[src/verilog/wdg_pkg.sv]
// wdg_pkg: shared constants and types for the watchdog mode/status and
// counter block. assumes a 32-bit apb slave, one register per word.
`default_nettype none

package wdg_pkg;

  // register indices; byte address is four times the index
  localparam logic [31:0] WDG_IDX_CTRL2   = 32'h0000_FFB2;
  localparam logic [31:0] WDG_IDX_COUNTER = 32'h0000_FFB3;
  localparam logic [31:0] WDG_IDX_IRQ_STS = 32'h0000_FFB4;
  localparam logic [31:0] WDG_IDX_IRQ_MSK = 32'h0000_FFB5;
  localparam logic [31:0] WDG_ADDR_CTRL2   = WDG_IDX_CTRL2   << 2;
  localparam logic [31:0] WDG_ADDR_COUNTER = WDG_IDX_COUNTER << 2;
  localparam logic [31:0] WDG_ADDR_IRQ_STS = WDG_IDX_IRQ_STS << 2;
  localparam logic [31:0] WDG_ADDR_IRQ_MSK = WDG_IDX_IRQ_MSK << 2;

  // control/status two field positions
  localparam int WDG_BIT_OVF       = 7;
  localparam int WDG_BIT_MODE_WD   = 6;
  localparam int WDG_BIT_MODE      = 5;
  localparam int WDG_BIT_IE_WD     = 4;
  localparam int WDG_BIT_IE        = 3;
  localparam logic [2:0] WDG_RSVD_VAL = 3'h7;

  // counter
  localparam int         WDG_CNT_W     = 8;
  localparam logic [7:0] WDG_CNT_MAX   = 8'hFF;
  localparam logic [7:0] WDG_CNT_RESET = 8'h00;

  // interrupt status bits
  localparam int         WDG_EV_W       = 2;
  localparam int         WDG_EV_OVF     = 0;
  localparam int         WDG_EV_INT_RST = 1;
  localparam logic [1:0] WDG_EV_ZERO    = 2'h0;

  typedef enum logic {
    WDG_MODE_WATCHDOG = 1'b0,
    WDG_MODE_INTERVAL = 1'b1
  } wdg_mode_t;

endpackage

`default_nettype wire

[src/verilog/wdg_mode_status.sv]
// wdg_mode_status: mode select, overflow flag, interrupt enable and the
// 8-bit up-counter of an interval/watchdog timer, behind an apb slave.
// assumes count tick, run enable and reset-select come from neighbour
// logic on the same clock, so none of them is synchronised.
`timescale 1ns/1ps
`default_nettype none

module wdg_mode_status (
  // clock and reset
  input  wire logic        ref_clk_in,
  input  wire logic        rstn_in,
  // apb slave
  input  wire logic        psel,
  input  wire logic        penable,
  input  wire logic        pwrite,
  input  wire logic [31:0] paddr,
  input  wire logic [31:0] pwdata,
  output logic      [31:0] prdata,
  output logic             pready,
  output logic             pslverr,
  // neighbour timer logic
  input  wire logic        count_tick_in,
  input  wire logic        count_run_enable_in,
  input  wire logic        int_reset_select_in,
  // results
  output logic             overflow_pulse_out,
  output logic             interval_irq_out,
  output logic             internal_reset_req_out,
  output logic             timer_mode_select_out,
  output logic             irq_out
);
  import wdg_pkg::*;

  typedef struct packed {
    logic        timer_mode_select;
    logic        overflow_irq_enable;
    logic        overflow_flag;
    logic        clear_armed;
    logic        int_reset_req;
    logic        interval_irq;
    logic        overflow_pulse;
    logic        ready;
    logic        slverr;
    logic [31:0] rdata;
  } wdg_state_t;

  wdg_state_t st_q;
  wdg_state_t st_d;

  // sub-block wires
  logic [WDG_CNT_W-1:0] cnt_val;
  logic                 cnt_wrap;
  logic [WDG_EV_W-1:0]  ev_sts;
  logic [WDG_EV_W-1:0]  ev_msk;
  logic                 ev_irq;

  // bus decode
  logic                 setup_ph;
  logic                 access_done;
  logic                 wr_done;
  logic                 rd_done;
  logic                 hit_ctrl2;
  logic                 hit_counter;
  logic                 hit_sts;
  logic                 hit_msk;
  logic                 hit_any;
  logic                 cnt_load;
  logic                 msk_load;
  logic [WDG_EV_W-1:0]  sts_clear;
  logic [WDG_EV_W-1:0]  ev_set;
  logic [7:0]           ctrl2_view;

  assign setup_ph    = psel && !penable;
  assign access_done = psel && penable && st_q.ready;
  assign wr_done     = access_done && pwrite;
  assign rd_done     = access_done && !pwrite;
  assign hit_ctrl2   = (paddr == WDG_ADDR_CTRL2);
  assign hit_counter = (paddr == WDG_ADDR_COUNTER);
  assign hit_sts     = (paddr == WDG_ADDR_IRQ_STS);
  assign hit_msk     = (paddr == WDG_ADDR_IRQ_MSK);
  assign hit_any     = hit_ctrl2 || hit_counter || hit_sts || hit_msk;

  // counter write lands at the completing edge, any time
  assign cnt_load = wr_done && hit_counter;
  assign msk_load = wr_done && hit_msk;

  // read-to-clear covers only the bits that the read actually returned
  assign sts_clear = (rd_done && hit_sts) ? st_q.rdata[WDG_EV_W-1:0]
                                          : WDG_EV_ZERO;

  always_comb begin
    ev_set                 = WDG_EV_ZERO;
    ev_set[WDG_EV_OVF]     = cnt_wrap;
    ev_set[WDG_EV_INT_RST] = st_q.int_reset_req;
  end

  // write-disable bits and reserved bits always read as 1
  always_comb begin
    ctrl2_view                  = 8'hFF;
    ctrl2_view[WDG_BIT_OVF]     = st_q.overflow_flag;
    ctrl2_view[WDG_BIT_MODE_WD] = 1'b1;
    ctrl2_view[WDG_BIT_MODE]    = st_q.timer_mode_select;
    ctrl2_view[WDG_BIT_IE_WD]   = 1'b1;
    ctrl2_view[WDG_BIT_IE]      = st_q.overflow_irq_enable;
    ctrl2_view[2:0]             = WDG_RSVD_VAL;
  end

  wdg_counter u_counter (
    .ref_clk_in  (ref_clk_in),
    .rstn_in     (rstn_in),
    .tick_in     (count_tick_in),
    .run_in      (count_run_enable_in),
    .load_in     (cnt_load),
    .load_val_in (pwdata[WDG_CNT_W-1:0]),
    .count_out   (cnt_val),
    .wrap_out    (cnt_wrap)
  );

  wdg_irq u_irq (
    .ref_clk_in  (ref_clk_in),
    .rstn_in     (rstn_in),
    .event_in    (ev_set),
    .clear_in    (sts_clear),
    .mask_wr_in  (msk_load),
    .mask_val_in (pwdata[WDG_EV_W-1:0]),
    .status_out  (ev_sts),
    .mask_out    (ev_msk),
    .irq_out     (ev_irq)
  );

  always_comb begin
    st_d                = st_q;
    st_d.overflow_pulse = cnt_wrap;
    st_d.int_reset_req  = 1'b0;

    // apb: one wait-free access phase; ready raised for the access cycle
    st_d.ready  = setup_ph;
    st_d.slverr = setup_ph && !hit_any;
    if (setup_ph) begin
      st_d.rdata = 32'h0000_0000;
      if (!pwrite) begin
        if (hit_ctrl2) begin
          st_d.rdata[7:0] = ctrl2_view;
        end else if (hit_counter) begin
          st_d.rdata[WDG_CNT_W-1:0] = cnt_val;
        end else if (hit_sts) begin
          st_d.rdata[WDG_EV_W-1:0] = ev_sts;
        end else if (hit_msk) begin
          st_d.rdata[WDG_EV_W-1:0] = ev_msk;
        end
      end
    end

    // a read that returned the flag as 1 arms the clear
    if (rd_done && hit_ctrl2 && st_q.rdata[WDG_BIT_OVF]) begin
      st_d.clear_armed = 1'b1;
    end

    if (wr_done && hit_ctrl2) begin
      if (!pwdata[WDG_BIT_MODE_WD]) begin
        st_d.timer_mode_select = pwdata[WDG_BIT_MODE];
      end
      if (!pwdata[WDG_BIT_IE_WD]) begin
        st_d.overflow_irq_enable = pwdata[WDG_BIT_IE];
      end
      // writing 1 to the flag never sets it
      if (!pwdata[WDG_BIT_OVF] && st_q.clear_armed) begin
        st_d.overflow_flag = 1'b0;
      end
      st_d.clear_armed = 1'b0;
    end

    // the internal reset raised by a watchdog overflow takes the flag down
    if (st_q.int_reset_req) begin
      st_d.overflow_flag = 1'b0;
      st_d.clear_armed   = 1'b0;
    end

    // a wrap in the clearing cycle is not lost
    if (cnt_wrap) begin
      st_d.overflow_flag = 1'b1;
      if (st_q.timer_mode_select == WDG_MODE_WATCHDOG &&
          int_reset_select_in) begin
        st_d.int_reset_req = 1'b1;
      end
    end

    st_d.interval_irq = st_d.overflow_flag &&
      (st_d.timer_mode_select == WDG_MODE_INTERVAL) &&
      st_d.overflow_irq_enable;
  end

  always_ff @(posedge ref_clk_in or negedge rstn_in) begin
    if (!rstn_in) begin
      st_q <= '{timer_mode_select:   WDG_MODE_WATCHDOG,
                overflow_irq_enable: 1'b0,
                overflow_flag:       1'b0,
                clear_armed:         1'b0,
                int_reset_req:       1'b0,
                interval_irq:        1'b0,
                overflow_pulse:      1'b0,
                ready:               1'b0,
                slverr:              1'b0,
                rdata:               32'h0000_0000};
    end else begin
      st_q <= st_d;
    end
  end

  assign prdata                 = st_q.rdata;
  assign pready                 = st_q.ready;
  assign pslverr                = st_q.slverr;
  assign overflow_pulse_out     = st_q.overflow_pulse;
  assign interval_irq_out       = st_q.interval_irq;
  assign internal_reset_req_out = st_q.int_reset_req;
  assign timer_mode_select_out  = st_q.timer_mode_select;
  assign irq_out                = ev_irq;

endmodule

`default_nettype wire

[src/verilog/wdg_counter.sv]
// wdg_counter: 8-bit up-counter with load and wrap pulse.
// assumes tick and run come from logic on the same clock.
`timescale 1ns/1ps
`default_nettype none

module wdg_counter (
  // clock and reset
  input  wire logic                          ref_clk_in,
  input  wire logic                          rstn_in,
  // counting
  input  wire logic                          tick_in,
  input  wire logic                          run_in,
  // software load
  input  wire logic                          load_in,
  input  wire logic [wdg_pkg::WDG_CNT_W-1:0] load_val_in,
  // state
  output logic      [wdg_pkg::WDG_CNT_W-1:0] count_out,
  output logic                               wrap_out
);
  import wdg_pkg::*;

  typedef struct packed {
    logic [WDG_CNT_W-1:0] cnt;
    logic                 wrap;
  } wdg_cnt_state_t;

  wdg_cnt_state_t st_q;
  wdg_cnt_state_t st_d;

  always_comb begin
    st_d      = st_q;
    st_d.wrap = 1'b0;
    // a software load beats a tick in the same cycle
    if (load_in) begin
      st_d.cnt = load_val_in;
    end else if (tick_in && run_in) begin
      st_d.cnt  = st_q.cnt + 8'h01;
      st_d.wrap = (st_q.cnt == WDG_CNT_MAX);
    end
  end

  always_ff @(posedge ref_clk_in or negedge rstn_in) begin
    if (!rstn_in) begin
      st_q <= '{cnt: WDG_CNT_RESET, wrap: 1'b0};
    end else begin
      st_q <= st_d;
    end
  end

  assign count_out = st_q.cnt;
  assign wrap_out  = st_q.wrap;

endmodule

`default_nettype wire

[src/verilog/wdg_irq.sv]
// wdg_irq: sticky event bits, mask and one level interrupt.
// assumes clear bits come from a completed read of the status word.
`timescale 1ns/1ps
`default_nettype none

module wdg_irq (
  // clock and reset
  input  wire logic                         ref_clk_in,
  input  wire logic                         rstn_in,
  // events and software
  input  wire logic [wdg_pkg::WDG_EV_W-1:0] event_in,
  input  wire logic [wdg_pkg::WDG_EV_W-1:0] clear_in,
  input  wire logic                         mask_wr_in,
  input  wire logic [wdg_pkg::WDG_EV_W-1:0] mask_val_in,
  // state
  output logic      [wdg_pkg::WDG_EV_W-1:0] status_out,
  output logic      [wdg_pkg::WDG_EV_W-1:0] mask_out,
  output logic                              irq_out
);
  import wdg_pkg::*;

  typedef struct packed {
    logic [WDG_EV_W-1:0] sts;
    logic [WDG_EV_W-1:0] msk;
    logic                irq;
  } wdg_irq_state_t;

  wdg_irq_state_t st_q;
  wdg_irq_state_t st_d;
  logic [WDG_EV_W-1:0] sts_next;

  // set wins over a read clear in the same cycle
  always_comb begin
    sts_next = (st_q.sts & ~clear_in) | event_in;
    st_d     = st_q;
    st_d.sts = sts_next;
    if (mask_wr_in) begin
      st_d.msk = mask_val_in;
    end
    st_d.irq = |(sts_next & st_d.msk);
  end

  always_ff @(posedge ref_clk_in or negedge rstn_in) begin
    if (!rstn_in) begin
      st_q <= '{sts: WDG_EV_ZERO, msk: WDG_EV_ZERO, irq: 1'b0};
    end else begin
      st_q <= st_d;
    end
  end

  assign status_out = st_q.sts;
  assign mask_out   = st_q.msk;
  assign irq_out    = st_q.irq;

endmodule

`default_nettype wire

[config.mk]
export PLATFORM = sky130hd
export DESIGN_NAME = wdg_mode_status
export DESIGN_NICKNAME = d
export VERILOG_FILES = /design/src/verilog/wdg_pkg.sv /design/src/verilog/wdg_mode_status.sv /design/src/verilog/wdg_counter.sv /design/src/verilog/wdg_irq.sv
export SDC_FILE = /design/constraint.sdc
export NUM_CORES = 1
export LEC_CHECK = 0
export BUFFER_PORTS_ARGS = -buffer_cell sky130_fd_sc_hd__buf_2
export CORE_MARGIN = 2
export CORE_UTILIZATION = 23
export CTS_CLUSTER_SIZE = 24
export DETAILED_ROUTE_END_ITERATION = 8
export SETUP_SLACK_MARGIN = 0.15
export SYNTH_ARGS = -nofsm -noshare
export SYNTH_HDL_FRONTEND = slang
export SYNTH_SLANG_ARGS = --single-unit
[constraint.sdc]
create_clock -name ref_clk_in -period 1.9 [get_ports ref_clk_in]
set_input_delay 0.19 -clock ref_clk_in [delete_from_list [all_inputs] [get_ports ref_clk_in]]
set_output_delay 0.19 -clock ref_clk_in [all_outputs]
set_load 0.02 [all_outputs]
==> metrics.yaml <==
ctsRootBufferMaster: "clkbuf_8"
setup_tns_ps: 0
drive_above_1_share_pct: 37.1
hpwlAfterDp_mm: 3.56
fin_nets: 323
fin_crit_sh_pct: 89.7
wirelength_mm: 4.34
synth_area_leaders: "dfrtp_1, buf_4, nor4_4, o31ai_1, nand2_1"
grt_use_total_pct: 10.4
ys_seq_area_share_pct: 41.3
drt_iter0_markers: 86
critical_path_class: "reg2reg"
port_buffers: 62
hp-class: "in2reg"
setup_viol: 0
required_ps: 2070
yosysTopAreaCell: "dfrtp_1"
initial_core_util_pct: 24.1
netlist_area_mm2: 0.00188
die_w_um: 94.4
finalWeightedCongestion: 0.784
cts_sinks: 31
status: "complete, no violations"
synth_edf_count: 0
hold_viol: 0
drcViolationCount: 0
synthCells: 188
areaGrowthSynthToFinish_pct: 21.6
grt_antenna_before_repair: 0
ys_warn_count: 0
timing.hold.ws_ps: 142
grt_pass1_vias: 1504
cts_made_buffers: 5
period_needed_ps: 1700
clk_latency_ps: 280
startpoint_type: "register"
yosysTopAreaCellShare_pct: 41.3
arrival_ps: 1870
grt_overflow: 0
row_count: 32
num_io_pins: 111
cp-end-kind: "register"
dr_wl_met3_um: 287
fmax_ghz: 0.587
wl_met1_mm: 1.77
synth_cell_types: 38
routed.top_layer: "met4"
synth-seq-cells: 31
die_y_um: 94.4
num_antenna_cells: 0
grt_max_degree: 32
maxCapViolCount: 0
ant_nets: 0
synth_async_sr_flop_share_pct: 100
clockBufferDepth: 2
core_area_mm2: 0.00781
rsz0062_at_grt: "false"
n_fill_cell: 860
detail_route.wl_per_cell_um: 12.3
cts_tree: "built"
fin_skew_ps: 4.47
via_count: 1505
cp_max_fo: 3
leakagePower_nw: 1.11
max_slew_margin_pct: 54.0
worstMarginPinSlew_ps: 690
first_pass_iters: 4
grt_pass1_wl_mm: 7.12
wl_met2_mm: 2.22
syn_area_per_cell_um2: 10.0
clkTransAtPathRegs_ps: 60
ir_drop_mv: 0.291
vias_per_cell: 4.26
synth_flop_cell: "dfrtp_1"
pwr_density_cell_mw_per_mm2: 703
h-tree-depth: 2
die_area_mm2: 0.00891
drv_slew: 0
utilization_pct: 29.3
[cell usage in the layout (no fill, tap or decap), types with 4 or more instances in the layout]
cell type	n
a211oi_1	4
nand3_1	5
nor2_1	13
clkbuf_8	5
mux2_2	4
o31ai_1	8
xnor2_1	4
nor3_1	5
mux2i_1	4
conb_1	24
nand4_1	4
nand2_1	15
inv_1	4
dfrtp_1	31
buf_2	62
a21oi_1	10
buf_4	6
nand2b_1	4
[cells in the mapped netlist, types with 2 or more instances]
cell	instances
dfrtp_1	31
mux2i_1	4
nor2_1	13
inv_1	4
and4_1	3
nand2_1	15
nand4_1	4
or2_1	2
xor2_1	3
and3_1	2
o31ai_1	8
mux2_2	4
clkbuf_1	3
o41a_1	2
nand2b_1	4
a211oi_1	4
nor2b_1	3
buf_4	32
and4_2	2
nor4_4	3
and4bb_2	3
nor3b_1	2
a21oi_1	10
xnor2_1	4
nand3_1	5
nor3_1	6
[registers in the layout, indices dropped and copies added (netlist names)]
signal                  cells
ctrl2_view                  2
internal_reset_req_out      1
interval_irq_out            1
overflow_pulse_out          1
prdata                      8
pready                      1
pslverr                     1
st_q                        1
timer_mode_select_out       1
u_counter.count_out         8
u_counter.wrap_out          1
u_irq.irq_out               1
u_irq.mask_out              2
u_irq.status_out            2
[worst max-delay path, stage by stage, from the launching register on]
cell	delay (ps)
dfrtp_1	390
nand3_1	110
or3_4	340
o41a_1	300
or2_1	240
a22o_1	210
[power by group]
group | switching (mW) | leakage [nW] | internal, mW | total (mW)
sequential | 0.0829 | 0.415 | 0.728 | 0.811
combinational | 0.165 | 0.646 | 0.141 | 0.306
clock | 0.241 | 0.0477 | 0.250 | 0.491
[layer usage]
metal,track usage [%],vias to the layer above
met5,0,-
met4,3.02,0
met3,4.31,8
met2,17.9,46
met1,11.8,711
li1,-,740
[final timing paths]
check | slack, ps | to | cells after the start | startpoint
worst max-delay path | 200 | u_irq.irq_out | 5 | pready
worst min-delay path | 140 | internal_reset_req_out | 3 | int_reset_select_in
worst max register to register | 200 | u_irq.irq_out | 5 | pready
worst min register to register | 470 | prdata[3] | 2 | prdata[3]
max in group asynchronous | 970 | u_irq.status_out[0] | 2 | rstn_in
min in group asynchronous | 480 | prdata[6] | 2 | rstn_in
[layout make-up]
class	count	area (um2)	share of cell area, %
inverters	4	15.0	0.657
flip-flops and latches	31	776	34.0
multi-input cells	139	917	40.1
clock buffers	5	68.8	3.01
clock inverters	3	15.0	0.657
repair buffers	69	365	16.0
well taps	102	128	5.59
[cells by family after synthesis]
group | synth area share [%]
XOR/XNOR | 3.26
other | 0.200
AND/OR/NAND/NOR | 25.5
AO/OA/AOI/OAI | 9.45
buffers and inverters | 15.1
adder cells (fa/ha/maj) | 0.666
multiplexers | 4.53
flip-flops | 41.3
[through the flow]
| stage | power [mW] | area [um2] | std cells | setup slack, ps |
|---|---|---|---|---|
| detailed placement | 1.13 | 2180 | 344 | -5.90 |
| finish | 1.61 | 2280 | 353 | 196 |
| global route | 1.73 | 2280 | 353 | 158 |
| global placement | 1.13 | 2180 | 344 | -15.8 |
| CTS | 1.63 | 2270 | 353 | 157 |
| floorplan | 1.04 | 1970 | 211 | 183 |
[timing repair]
item	in CTS	in global routing
hold endpoints to repair	31	0
setup buffers	0	0
endpoints found under the setup margin	0	1
hold buffers	1	0
resized for setup	0	3
(Power assumes the default switching activity.)
